<file path="src/bdr_pkg.sv">
// Constants, types and the position mapping shared by the destination register block
package bdr_pkg;

    localparam int POS_W = 21;
    localparam int LOW_W = 12;
    localparam int HIGH_W = 9;
    localparam int DIM_W = 12;
    localparam int LINE_W = 10;
    localparam int LOC_W = 18;
    localparam int OFFSET_W = 16;
    localparam int PAGE_W = LOC_W - OFFSET_W;
    localparam int TEXT_SHIFT = 3;
    localparam int ADDR_W = 8;

    // Register indices carried in bits 15:12 of a host word; byte address is four times it
    localparam logic [3:0] IDX_DEST_LOW = 4'h4;
    localparam logic [3:0] IDX_DEST_HIGH = 4'h5;
    localparam logic [3:0] IDX_WIDTH = 4'h6;
    localparam logic [3:0] IDX_HEIGHT = 4'h7;
    localparam logic [ADDR_W-1:0] ADDR_DEST_LOW = {2'h0, IDX_DEST_LOW, 2'h0};
    localparam logic [ADDR_W-1:0] ADDR_DEST_HIGH = {2'h0, IDX_DEST_HIGH, 2'h0};
    localparam logic [ADDR_W-1:0] ADDR_WIDTH = {2'h0, IDX_WIDTH, 2'h0};
    localparam logic [ADDR_W-1:0] ADDR_HEIGHT = {2'h0, IDX_HEIGHT, 2'h0};
    localparam logic [ADDR_W-1:0] ADDR_CTRL = 8'h00;
    localparam logic [ADDR_W-1:0] ADDR_STATUS = 8'h04;
    localparam logic [ADDR_W-1:0] ADDR_PORT = 8'h08;

    // Control register fields
    localparam int CTRL_START = 0;
    localparam int CTRL_PACKED = 1;
    localparam int CTRL_TEXT = 2;
    localparam int CTRL_LINE = 3;
    localparam int CTRL_QUICK = 4;
    localparam int CTRL_UPDATE = 5;
    localparam int CTRL_DLINEAR = 6;
    localparam int CTRL_DNOTMEM = 7;
    localparam int CTRL_SNOTMEM = 8;
    localparam int CTRL_W = 9;
    localparam int STAT_BUSY = 0;
    localparam int STAT_DONE = 1;

    localparam logic [LOW_W-1:0] RST_DEST_LOW = 12'h000;
    localparam logic [HIGH_W-1:0] RST_DEST_HIGH = 9'h000;
    localparam logic [DIM_W-1:0] RST_DIM = 12'h001;
    localparam logic [CTRL_W-1:0] RST_CTRL = 9'h000;

    typedef enum logic [0:0] {ST_IDLE, ST_RUN} bdr_state_type;

    typedef struct packed {
        logic valid;
        logic all_maps;
        logic [LOC_W-1:0] location;
        logic [PAGE_W-1:0] page;
        logic [OFFSET_W-1:0] offset;
        logic [2:0] pixel_bit;
        logic [1:0] map;
    } bdr_map_type;

    typedef struct packed {
        logic psel;
        logic penable;
        logic pwrite;
        logic [ADDR_W-1:0] paddr;
        logic [31:0] pwdata;
    } bdr_apb_req_type;

    typedef struct packed {
        logic [31:0] prdata;
        logic pready;
        logic pslverr;
    } bdr_apb_rsp_type;

    // Planar: eight pixels per byte in all maps; packed: four pixels spread over the maps
    function automatic bdr_map_type bdr_map_position(input logic [POS_W-1:0] pos,
                                                     input logic packed_mode,
                                                     input logic is_mem);
        bdr_map_type m;
        m = '0;
        m.valid = is_mem;
        if (packed_mode) begin
            m.location = pos[LOC_W+1:2];
            m.map = pos[1:0];
        end else begin
            m.location = pos[LOC_W+2:3];
            m.pixel_bit = ~pos[2:0];
            m.all_maps = 1'b1;
        end
        m.page = m.location[LOC_W-1:OFFSET_W];
        m.offset = m.location[OFFSET_W-1:0];
        return m;
    endfunction

endpackage

</file>
<file path="src/bdr_dest_regs.sv">
// Destination position and region dimension registers with APB access and mapping
//
// The implementer's own choice: register access over APB.
`timescale 1ns/1ps

// Summary of operation
// - Destination low register, index 4, holds position bits 11:0.
// - Destination high register, index 5, holds bits 20:12; bits 11:9 written zero.
// - Positions are decoded per planar or packed mode, not as linear bytes.
// - A position names the pixel at the starting corner, top-left or bottom-right.
// - Planar: location is n/8 in all maps, pixel bit 7 minus n mod 8.
// - Packed: map n mod 4 at location n/4; map 0 is leftmost.
// - Planar positions reach 2M-1, giving 256K locations.
// - Packed positions reach 1M-1 for one megabyte.
// - Locations are byte offsets, pages treated as contiguous 64K pages.
// - Non-memory ends ignore positions; source low bits still give alignment.
// - Width register, index 6, gives region width of 1 to 2K.
// - Width is pixels in graphics, characters times eight in text modes.
// - Line drawing uses width bits 9:0 as X length.
// - Height register, index 7, gives region height of 1 to 2K.
// - Height is pixels in graphics, character rows in text modes.
// - Line drawing uses height bits 9:0 as Y length.
// - High and low fields join into a 21-bit starting corner address.
// - Quick start without auto-update starts a transfer on destination low write.
// - Auto-update moves destination just right of, or past, the finished region.
module bdr_dest_regs (
    input wire logic CLOCK,
    input wire logic RST_N,
    input wire bdr_pkg::bdr_apb_req_type APB_REQ,
    output bdr_pkg::bdr_apb_rsp_type APB_RSP,
    input wire logic [bdr_pkg::POS_W-1:0] SRC_POS,
    input wire logic SRC_LOW_WRITE,
    output bdr_pkg::bdr_map_type DEST_MAP,
    output bdr_pkg::bdr_map_type SRC_MAP,
    output logic [2:0] SRC_ALIGN,
    output logic [bdr_pkg::DIM_W-1:0] LEN_X,
    output logic [bdr_pkg::DIM_W-1:0] LEN_Y,
    output logic [bdr_pkg::DIM_W-1:0] COUNT_X,
    output logic [bdr_pkg::DIM_W-1:0] COUNT_Y,
    output logic XFER_START,
    output logic XFER_BUSY,
    output logic XFER_DONE
);
    import bdr_pkg::*;

    typedef struct packed {
        logic [LOW_W-1:0] dest_low;
        logic [HIGH_W-1:0] dest_high;
        logic [DIM_W-1:0] width;
        logic [DIM_W-1:0] height;
        logic [CTRL_W-1:0] ctrl;
        logic done_flag;
        bdr_state_type state;
        logic [DIM_W-1:0] len_x;
        logic [DIM_W-1:0] len_y;
        logic [DIM_W-1:0] cnt_x;
        logic [DIM_W-1:0] cnt_y;
        logic start_p;
        logic done_p;
        bdr_apb_rsp_type rsp;
        bdr_map_type dest_map;
        bdr_map_type src_map;
        logic [2:0] src_align;
    } bdr_regs_type;

    localparam bdr_regs_type RST_REGS = '{
        dest_low: RST_DEST_LOW,
        dest_high: RST_DEST_HIGH,
        width: RST_DIM,
        height: RST_DIM,
        ctrl: RST_CTRL,
        done_flag: 1'b0,
        state: ST_IDLE,
        len_x: RST_DIM,
        len_y: RST_DIM,
        cnt_x: '0,
        cnt_y: '0,
        start_p: 1'b0,
        done_p: 1'b0,
        rsp: '0,
        // Map of position zero, so the output agrees with the cleared registers
        dest_map: '{valid: 1'b1, all_maps: 1'b1, pixel_bit: 3'h7, default: '0},
        src_map: '0,
        src_align: 3'h0
    };

    bdr_regs_type r;
    bdr_regs_type r_nxt;

    logic setup;
    logic wr_acc;
    logic [3:0] port_idx;
    logic wr_low;
    logic wr_high;
    logic wr_width;
    logic wr_height;
    logic [POS_W-1:0] dest_pos;
    logic [POS_W-1:0] dest_step;
    logic [2*DIM_W-1:0] area;
    logic start_req;
    logic last_step;
    logic mapped;
    logic [31:0] rd_data;

    // Zero lengths are out of range for software; treat them as one to keep the walk finite
    function automatic logic [DIM_W-1:0] bdr_at_least_one(input logic [DIM_W-1:0] v);
        return (v == '0) ? {{(DIM_W-1){1'b0}}, 1'b1} : v;
    endfunction

    always_comb begin
        r_nxt = r;
        setup = APB_REQ.psel && !APB_REQ.penable;
        wr_acc = APB_REQ.psel && APB_REQ.penable && r.rsp.pready && APB_REQ.pwrite;
        port_idx = APB_REQ.pwdata[15:12];
        wr_low = wr_acc && ((APB_REQ.paddr == ADDR_DEST_LOW) ||
                 (APB_REQ.paddr == ADDR_PORT && port_idx == IDX_DEST_LOW));
        wr_high = wr_acc && ((APB_REQ.paddr == ADDR_DEST_HIGH) ||
                  (APB_REQ.paddr == ADDR_PORT && port_idx == IDX_DEST_HIGH));
        wr_width = wr_acc && ((APB_REQ.paddr == ADDR_WIDTH) ||
                   (APB_REQ.paddr == ADDR_PORT && port_idx == IDX_WIDTH));
        wr_height = wr_acc && ((APB_REQ.paddr == ADDR_HEIGHT) ||
                    (APB_REQ.paddr == ADDR_PORT && port_idx == IDX_HEIGHT));
        dest_pos = {r.dest_high, r.dest_low};
        area = r.len_x * r.len_y;
        // Linear regions advance past the whole area, rectangular ones by one width
        dest_step = r.ctrl[CTRL_DLINEAR] ? area[POS_W-1:0]
                                         : {{(POS_W-DIM_W){1'b0}}, r.width};
        last_step = (r.cnt_x == r.len_x - 1'b1) && (r.cnt_y == r.len_y - 1'b1);

        // Register file writes, data field only
        if (wr_low) begin
            r_nxt.dest_low = APB_REQ.pwdata[LOW_W-1:0];
        end
        if (wr_high) begin
            r_nxt.dest_high = APB_REQ.pwdata[HIGH_W-1:0];
        end
        if (wr_width) begin
            r_nxt.width = APB_REQ.pwdata[DIM_W-1:0];
        end
        if (wr_height) begin
            r_nxt.height = APB_REQ.pwdata[DIM_W-1:0];
        end
        if (wr_acc && APB_REQ.paddr == ADDR_CTRL) begin
            r_nxt.ctrl = APB_REQ.pwdata[CTRL_W-1:0];
            r_nxt.ctrl[CTRL_START] = 1'b0;
        end
        if (wr_acc && APB_REQ.paddr == ADDR_STATUS && APB_REQ.pwdata[STAT_DONE]) begin
            r_nxt.done_flag = 1'b0;
        end

        // Start sources: explicit bit, quick start on destination low, or on source low
        start_req = (wr_acc && APB_REQ.paddr == ADDR_CTRL && APB_REQ.pwdata[CTRL_START]) ||
                    (wr_low && r.ctrl[CTRL_QUICK] && !r.ctrl[CTRL_UPDATE]) ||
                    (SRC_LOW_WRITE && r.ctrl[CTRL_QUICK] && r.ctrl[CTRL_UPDATE]);

        r_nxt.start_p = 1'b0;
        r_nxt.done_p = 1'b0;
        case (r.state)
            ST_IDLE: begin
                if (start_req) begin
                    r_nxt.state = ST_RUN;
                    r_nxt.start_p = 1'b1;
                    r_nxt.cnt_x = '0;
                    r_nxt.cnt_y = '0;
                    // Mode bits written together with the start bit govern this transfer
                    if (r_nxt.ctrl[CTRL_LINE]) begin
                        r_nxt.len_x = bdr_at_least_one({2'h0, r.width[LINE_W-1:0]});
                        r_nxt.len_y = bdr_at_least_one({2'h0, r.height[LINE_W-1:0]});
                    end else if (r_nxt.ctrl[CTRL_TEXT]) begin
                        r_nxt.len_x = bdr_at_least_one(r.width >> TEXT_SHIFT);
                        r_nxt.len_y = bdr_at_least_one(r.height);
                    end else begin
                        r_nxt.len_x = bdr_at_least_one(r.width);
                        r_nxt.len_y = bdr_at_least_one(r.height);
                    end
                end
            end
            ST_RUN: begin
                if (last_step) begin
                    r_nxt.state = ST_IDLE;
                    r_nxt.done_p = 1'b1;
                    r_nxt.done_flag = 1'b1;
                    if (r.ctrl[CTRL_UPDATE]) begin
                        {r_nxt.dest_high, r_nxt.dest_low} = dest_pos + dest_step;
                    end
                end else if (r.cnt_x == r.len_x - 1'b1) begin
                    r_nxt.cnt_x = '0;
                    r_nxt.cnt_y = r.cnt_y + 1'b1;
                end else begin
                    r_nxt.cnt_x = r.cnt_x + 1'b1;
                end
            end
            default: begin
                r_nxt.state = ST_IDLE;
            end
        endcase
        r_nxt.ctrl[CTRL_START] = (r_nxt.state == ST_RUN);

        // Position decoding follows the address mode; non-memory ends are flagged invalid
        r_nxt.dest_map = bdr_map_position(dest_pos, r.ctrl[CTRL_PACKED],
                                          !r.ctrl[CTRL_DNOTMEM]);
        r_nxt.src_map = bdr_map_position(SRC_POS, r.ctrl[CTRL_PACKED],
                                         !r.ctrl[CTRL_SNOTMEM]);
        r_nxt.src_align = r.ctrl[CTRL_PACKED] ? {1'b0, SRC_POS[1:0]} : SRC_POS[2:0];

        // APB: answer in the first access cycle, data captured in setup
        mapped = 1'b1;
        rd_data = 32'h0000_0000;
        case (APB_REQ.paddr)
            ADDR_DEST_LOW: rd_data = {16'h0000, IDX_DEST_LOW, r.dest_low};
            ADDR_DEST_HIGH: rd_data = {16'h0000, IDX_DEST_HIGH, 3'h0, r.dest_high};
            ADDR_WIDTH: rd_data = {16'h0000, IDX_WIDTH, r.width};
            ADDR_HEIGHT: rd_data = {16'h0000, IDX_HEIGHT, r.height};
            ADDR_CTRL: rd_data = {23'h000000, r.ctrl};
            ADDR_STATUS: rd_data = {30'h00000000, r.done_flag, r.state == ST_RUN};
            ADDR_PORT: rd_data = 32'h0000_0000;
            default: mapped = 1'b0;
        endcase
        r_nxt.rsp.pready = setup;
        if (setup) begin
            r_nxt.rsp.prdata = APB_REQ.pwrite ? 32'h0000_0000 : rd_data;
            r_nxt.rsp.pslverr = !mapped;
        end else if (!APB_REQ.psel) begin
            r_nxt.rsp.prdata = 32'h0000_0000;
            r_nxt.rsp.pslverr = 1'b0;
        end
    end

    always_ff @(posedge CLOCK or negedge RST_N) begin
        if (!RST_N) begin
            r <= RST_REGS;
        end else begin
            r <= r_nxt;
        end
    end

    assign APB_RSP = r.rsp;
    assign DEST_MAP = r.dest_map;
    assign SRC_MAP = r.src_map;
    assign SRC_ALIGN = r.src_align;
    assign LEN_X = r.len_x;
    assign LEN_Y = r.len_y;
    assign COUNT_X = r.cnt_x;
    assign COUNT_Y = r.cnt_y;
    assign XFER_START = r.start_p;
    assign XFER_BUSY = r.ctrl[CTRL_START];
    assign XFER_DONE = r.done_p;
endmodule // bdr_dest_regs

</file>
<file path="config.mk">
export PLATFORM = sky130hd
export DESIGN_NAME = bdr_dest_regs
export DESIGN_NICKNAME = d
export VERILOG_FILES = /design/src/bdr_pkg.sv /design/src/bdr_dest_regs.sv
export SDC_FILE = /design/constraint.sdc
export NUM_CORES = 1
export LEC_CHECK = 0
export BUFFER_PORTS_ARGS = -buffer_cell sky130_fd_sc_hd__buf_4
export CELL_PAD_IN_SITES_DETAIL_PLACEMENT = 2
export CELL_PAD_IN_SITES_GLOBAL_PLACEMENT = 2
export CORE_MARGIN = 3
export CORE_UTILIZATION = 33
export CTS_BUF_LIST = sky130_fd_sc_hd__clkbuf_4
export DETAILED_ROUTE_END_ITERATION = 16
export HOLD_SLACK_MARGIN = 0.05
export PLACE_DENSITY = 0.86
export SYNTH_ARGS = -nofsm -noshare
export SYNTH_HDL_FRONTEND = slang
export SYNTH_SLANG_ARGS = --single-unit
</file>
<file path="constraint.sdc">
create_clock -name CLOCK -period 6.8 [get_ports CLOCK]
set_input_delay 1.02 -clock CLOCK [delete_from_list [all_inputs] [get_ports CLOCK]]
set_output_delay 1.02 -clock CLOCK [all_outputs]
set_load 0.05 [all_outputs]
</file>
==> flow_summary_export.csv <==
group,metric,value,unit
run_status,status,"finished with violations",
run_status,violations,"negative setup slack",
cts,clock_latency,670,ps
pwr,cellLeakagePower,8.21,nW
place,portBuffers,207,
yosys,synthCells,1657,
sta,hold_ws,303,ps
sta,rsz0062_at_grt,"yes",
floorplan,die_area,48700,sq um
pwr,p_per_area,118,nW/um^2
critical_path,cp-start-kind,"flip-flop",
place,gp_congestion,0.879,
floorplan,rows,78,
cts,cts_hold_buffers,0,
yosys,synth.most_common_cell,"nand2_1",
critical_path,path_class,"reg2reg",
sta,period_share,1.04,
sta,worst_pin_slew,1250,ps
yosys,async_flop_share,1.00,
cts,clockBufferDepth,2,
yosys,synth_commonest_cells,"185 x nand2_1, 171 x buf_4, 166 x dfrtp_1, 159 x inv_1, 99 x fa_1",
floorplan,core_region_area,45500,sq um
grt,use_met2,0.440,
pwr,ir_drop,0.116,mV
yosys,synth_area,15200,sq um
yosys,synth_xor_area_frac,0.0320,
layout,area_growth_syn_to_layout,15.1,%
cts,clkSlewWorstSetupHoldPaths,180,ps
grt,gr-max-usage-layer,"met2",
critical_path,path_common_cell,"fa_1",
drt,wl,64.4,mm
yosys,yosysWarnings,0,
critical_path,worst_ep_arrival_time,7700,ps
layout,layout-drive-gt1-share,0.296,
critical_path,reg2reg_setup_slack,-290,ps
sta,max_freq,141,MHz
grt,gr-usage-met1,0.299,
sta,hold_viol,0,
drt,vias,13100,
floorplan,start_util,0.335,
sta,setup_viol,3,
grt,grtUsageMet3,0.0400,
critical_path,cp_top_family,"adder cells",
yosys,synth-seq-area-share,0.289,
yosys,synth_compound_area_frac,0.105,
critical_path,max_stage_delay,680,ps
place,dp.final_hpwl,47.2,mm
hold_path,hp-class,"in2async",
sta,clock_skew,28.8,ps
cts,cts_made_buffers,17,
drt,ant_nets,0,
yosys,yosysTopAreaCell,"dfrtp_1",
critical_path,timing.rr.end,"dest_pos[20]$_DFF_PN0_",
critical_path,cp.required,7400,ps
yosys,synth_edf_count,0,
layout,fin_area,17500,sq um
place,place_area,16700,sq um
cts,cts_tree,"yes",
critical_path,cp_max_fo,7,
yosys,synthFlopType,"dfrtp_1",
critical_path,crit_chain,"nand2_1 > fa_1 > inv_1 > fa_1 > inv_1 > fa_2 > fa_1 > fa_1 > inv_1 > ha_2 > nor3_2 > o21ai_2 > a311oi_4 > xnor2_2 > and2_4 > ha_4 > nand4_1 > or3_4 > nand4b_1 > a31oi_2 > a31oi_2 > xnor2_2 > mux2i_1 > a21oi_1",
critical_path,startpoint,"LEN_Y[5]$_DFFE_PN0P_",
yosys,synth_area_leaders,"dfrtp_1 27%, fa_1 13%, buf_4 8.4%",
yosys,synth_simple_gate_area_share,0.159,
sta,slew_viol_final,0,
floorplan,die_h,221,um
floorplan,pin_count,241,
yosys,avgSynthCellArea,9.18,sq um
yosys,synth_fa_ha_area_frac,0.189,
yosys,synth_top_area_frac,0.273,
critical_path,r2r_start,"LEN_Y[5]$_DFFE_PN0P_",
grt,overflow,0,
floorplan,die_x,221,um
cts,cts.htree.levels,4,
drt,first_pass_iters,5,
layout,nNetsFinal,2002,
drt,via_per_inst,5.51,
drt,drcViolationCount,0,
layout,nFillCells,5023,
critical_path,crit_cells,24,
drt,drt_iter0_drc,1037,
critical_path,crit_path_end_kind,"flip-flop",
yosys,ys_ff_latch,175,
critical_path,worstSetupEndpoint,"dest_pos[20]$_DFF_PN0_",
grt,track_usage,0.248,
sta,fin_ws,-294,ps
cts,root_buffer,"clkbuf_4",
critical_path,cpMaxStageDelayCell,"fa_1",
grt,grt_max_degree,71,
grt,grt_pass1_vias,14700,
yosys,synth_top_family_by_area,"adder cells",
yosys,ys_types,74,
sta,relSlewSlack,0.166,
grt,grt_antenna_before_repair,2,
sta,finalCriticalPeriod,7090,ps
drt,wl_per_cell,27.1,um
grt,grt_pass1_wl,91.8,mm
cts,cts_sinks,175,
yosys,synthMuxAreaShare,0.0824,
critical_path,critPathBufInv,3,
critical_path,worstRegToRegCells,24,
job,maxCapViolations,0,
## state kept, by name (all words and copies together) (netlist names)
name        cells
r              33
DEST_MAP       25
SRC_MAP        25
dest_pos       21
APB_RSP        17
COUNT_X        12
COUNT_Y        12
LEN_X          12
LEN_Y          12
SRC_ALIGN       3
XFER_BUSY       1
XFER_DONE       1
XFER_START      1
## power by group
| part | leakage [nW] | internal (mW) | total [mW] | switching (mW) |
|---|---|---|---|---|
| Combinational | 6.01 | 0.0906 | 0.303 | 0.213 |
| Sequential | 2.03 | 1.06 | 1.09 | 0.0272 |
| Clock | 0.164 | 0.203 | 0.680 | 0.477 |
## how the worst min path moves through the flow
stage	slack, ps	from	cells past startpoint	to
floorplan	380	r[182]$_DFFE_PN0P_	1	DEST_MAP[42]$_DFF_PN1_
global placement	400	r[182]$_DFFE_PN0P_	1	DEST_MAP[42]$_DFF_PN1_
detailed placement	420	r[182]$_DFFE_PN0P_	1	DEST_MAP[42]$_DFF_PN1_
CTS	290	RST_N	1	COUNT_X[3]$_DFFE_PN0P_
global route	320	RST_N	1	COUNT_X[4]$_DFFE_PN0P_
finish	300	RST_N	1	COUNT_X[4]$_DFFE_PN0P_
## logic make-up (layout without fill, tap and decap cells)
group                    after synthesis  in the layout
buffers and inverters                407            511
flip-flops                           175            175
other                                  1             18
multiplexers                         114            114
AO/OA/AOI/OAI                        249            249
adder cells (fa/ha/maj)              171            171
XOR/XNOR                              54             54
AND/OR/NAND/NOR                      486            486
## per-layer routing
metal / wire [um] / vias to the layer above
met2: 33300 / 483
met3: 3460 / 172
met5: 0 / -
li1: - / 5572
met4: 3150 / 0
met1: 24400 / 6867
## repair_timing
action,in CTS,in global routing
gates resized for setup,41,42
pin swaps,22,40
endpoints found under the setup margin,4,5
buffers inserted,11,14
## cell usage in the layout, fill, tap and decap left out, types with 9 or more instances in the layout
cell type  synthesis  routed
buf_4            171     313
mux2i_1           33      33
fa_1              99      92
a21oi_1           61      55
nand3_1           29      29
inv_1            159     155
mux2_2            80      80
nor3_1            22      19
and2_1            67      64
and3_1            17      16
or4_1             13      13
conb_1             1      17
o21ai_0           67      61
a31oi_1           18      16
clkbuf_4           0      17
ha_1              72      60
nand4_1           10      10
a21o_1            16      16
nand2_1          185     183
dfstp_2            9       9
nor2b_1           11      11
xor2_1            14      14
xnor2_1           39      37
dfrtp_2            0      14
dfrtp_1          166     152
nor2_1            83      82
## cell type report
type                       instances  area, sq um  area share
sequential                       175         4410       0.252
clock inverter                    15          169     0.00965
antenna                            1         2.50    0.000143
tap                              600          751      0.0429
timing repair buffer             320         2440       0.139
multi-input combinational       1091         9020       0.515
clock buffer                      17          128     0.00729
inverter                         159          597      0.0341
## per-stage QoR
step / std cells / utilization / worst slack [ps] / TNS (ps) / total power [mW]
finish: 2378 / 0.385 / -294 / -639 / 2.07
detailed placement: 2321 / 0.367 / -299 / -575 / 1.40
CTS: 2363 / 0.378 / 0.160 / 0 / 2.07
global placement: 2321 / 0.367 / -5.15 / -5.15 / 1.38
floorplan: 1673 / - / 175 / 0 / 1.31
global route: 2378 / 0.385 / -478 / -1440 / 2.14
Note: power is estimated with default switching activity, not from simulation.
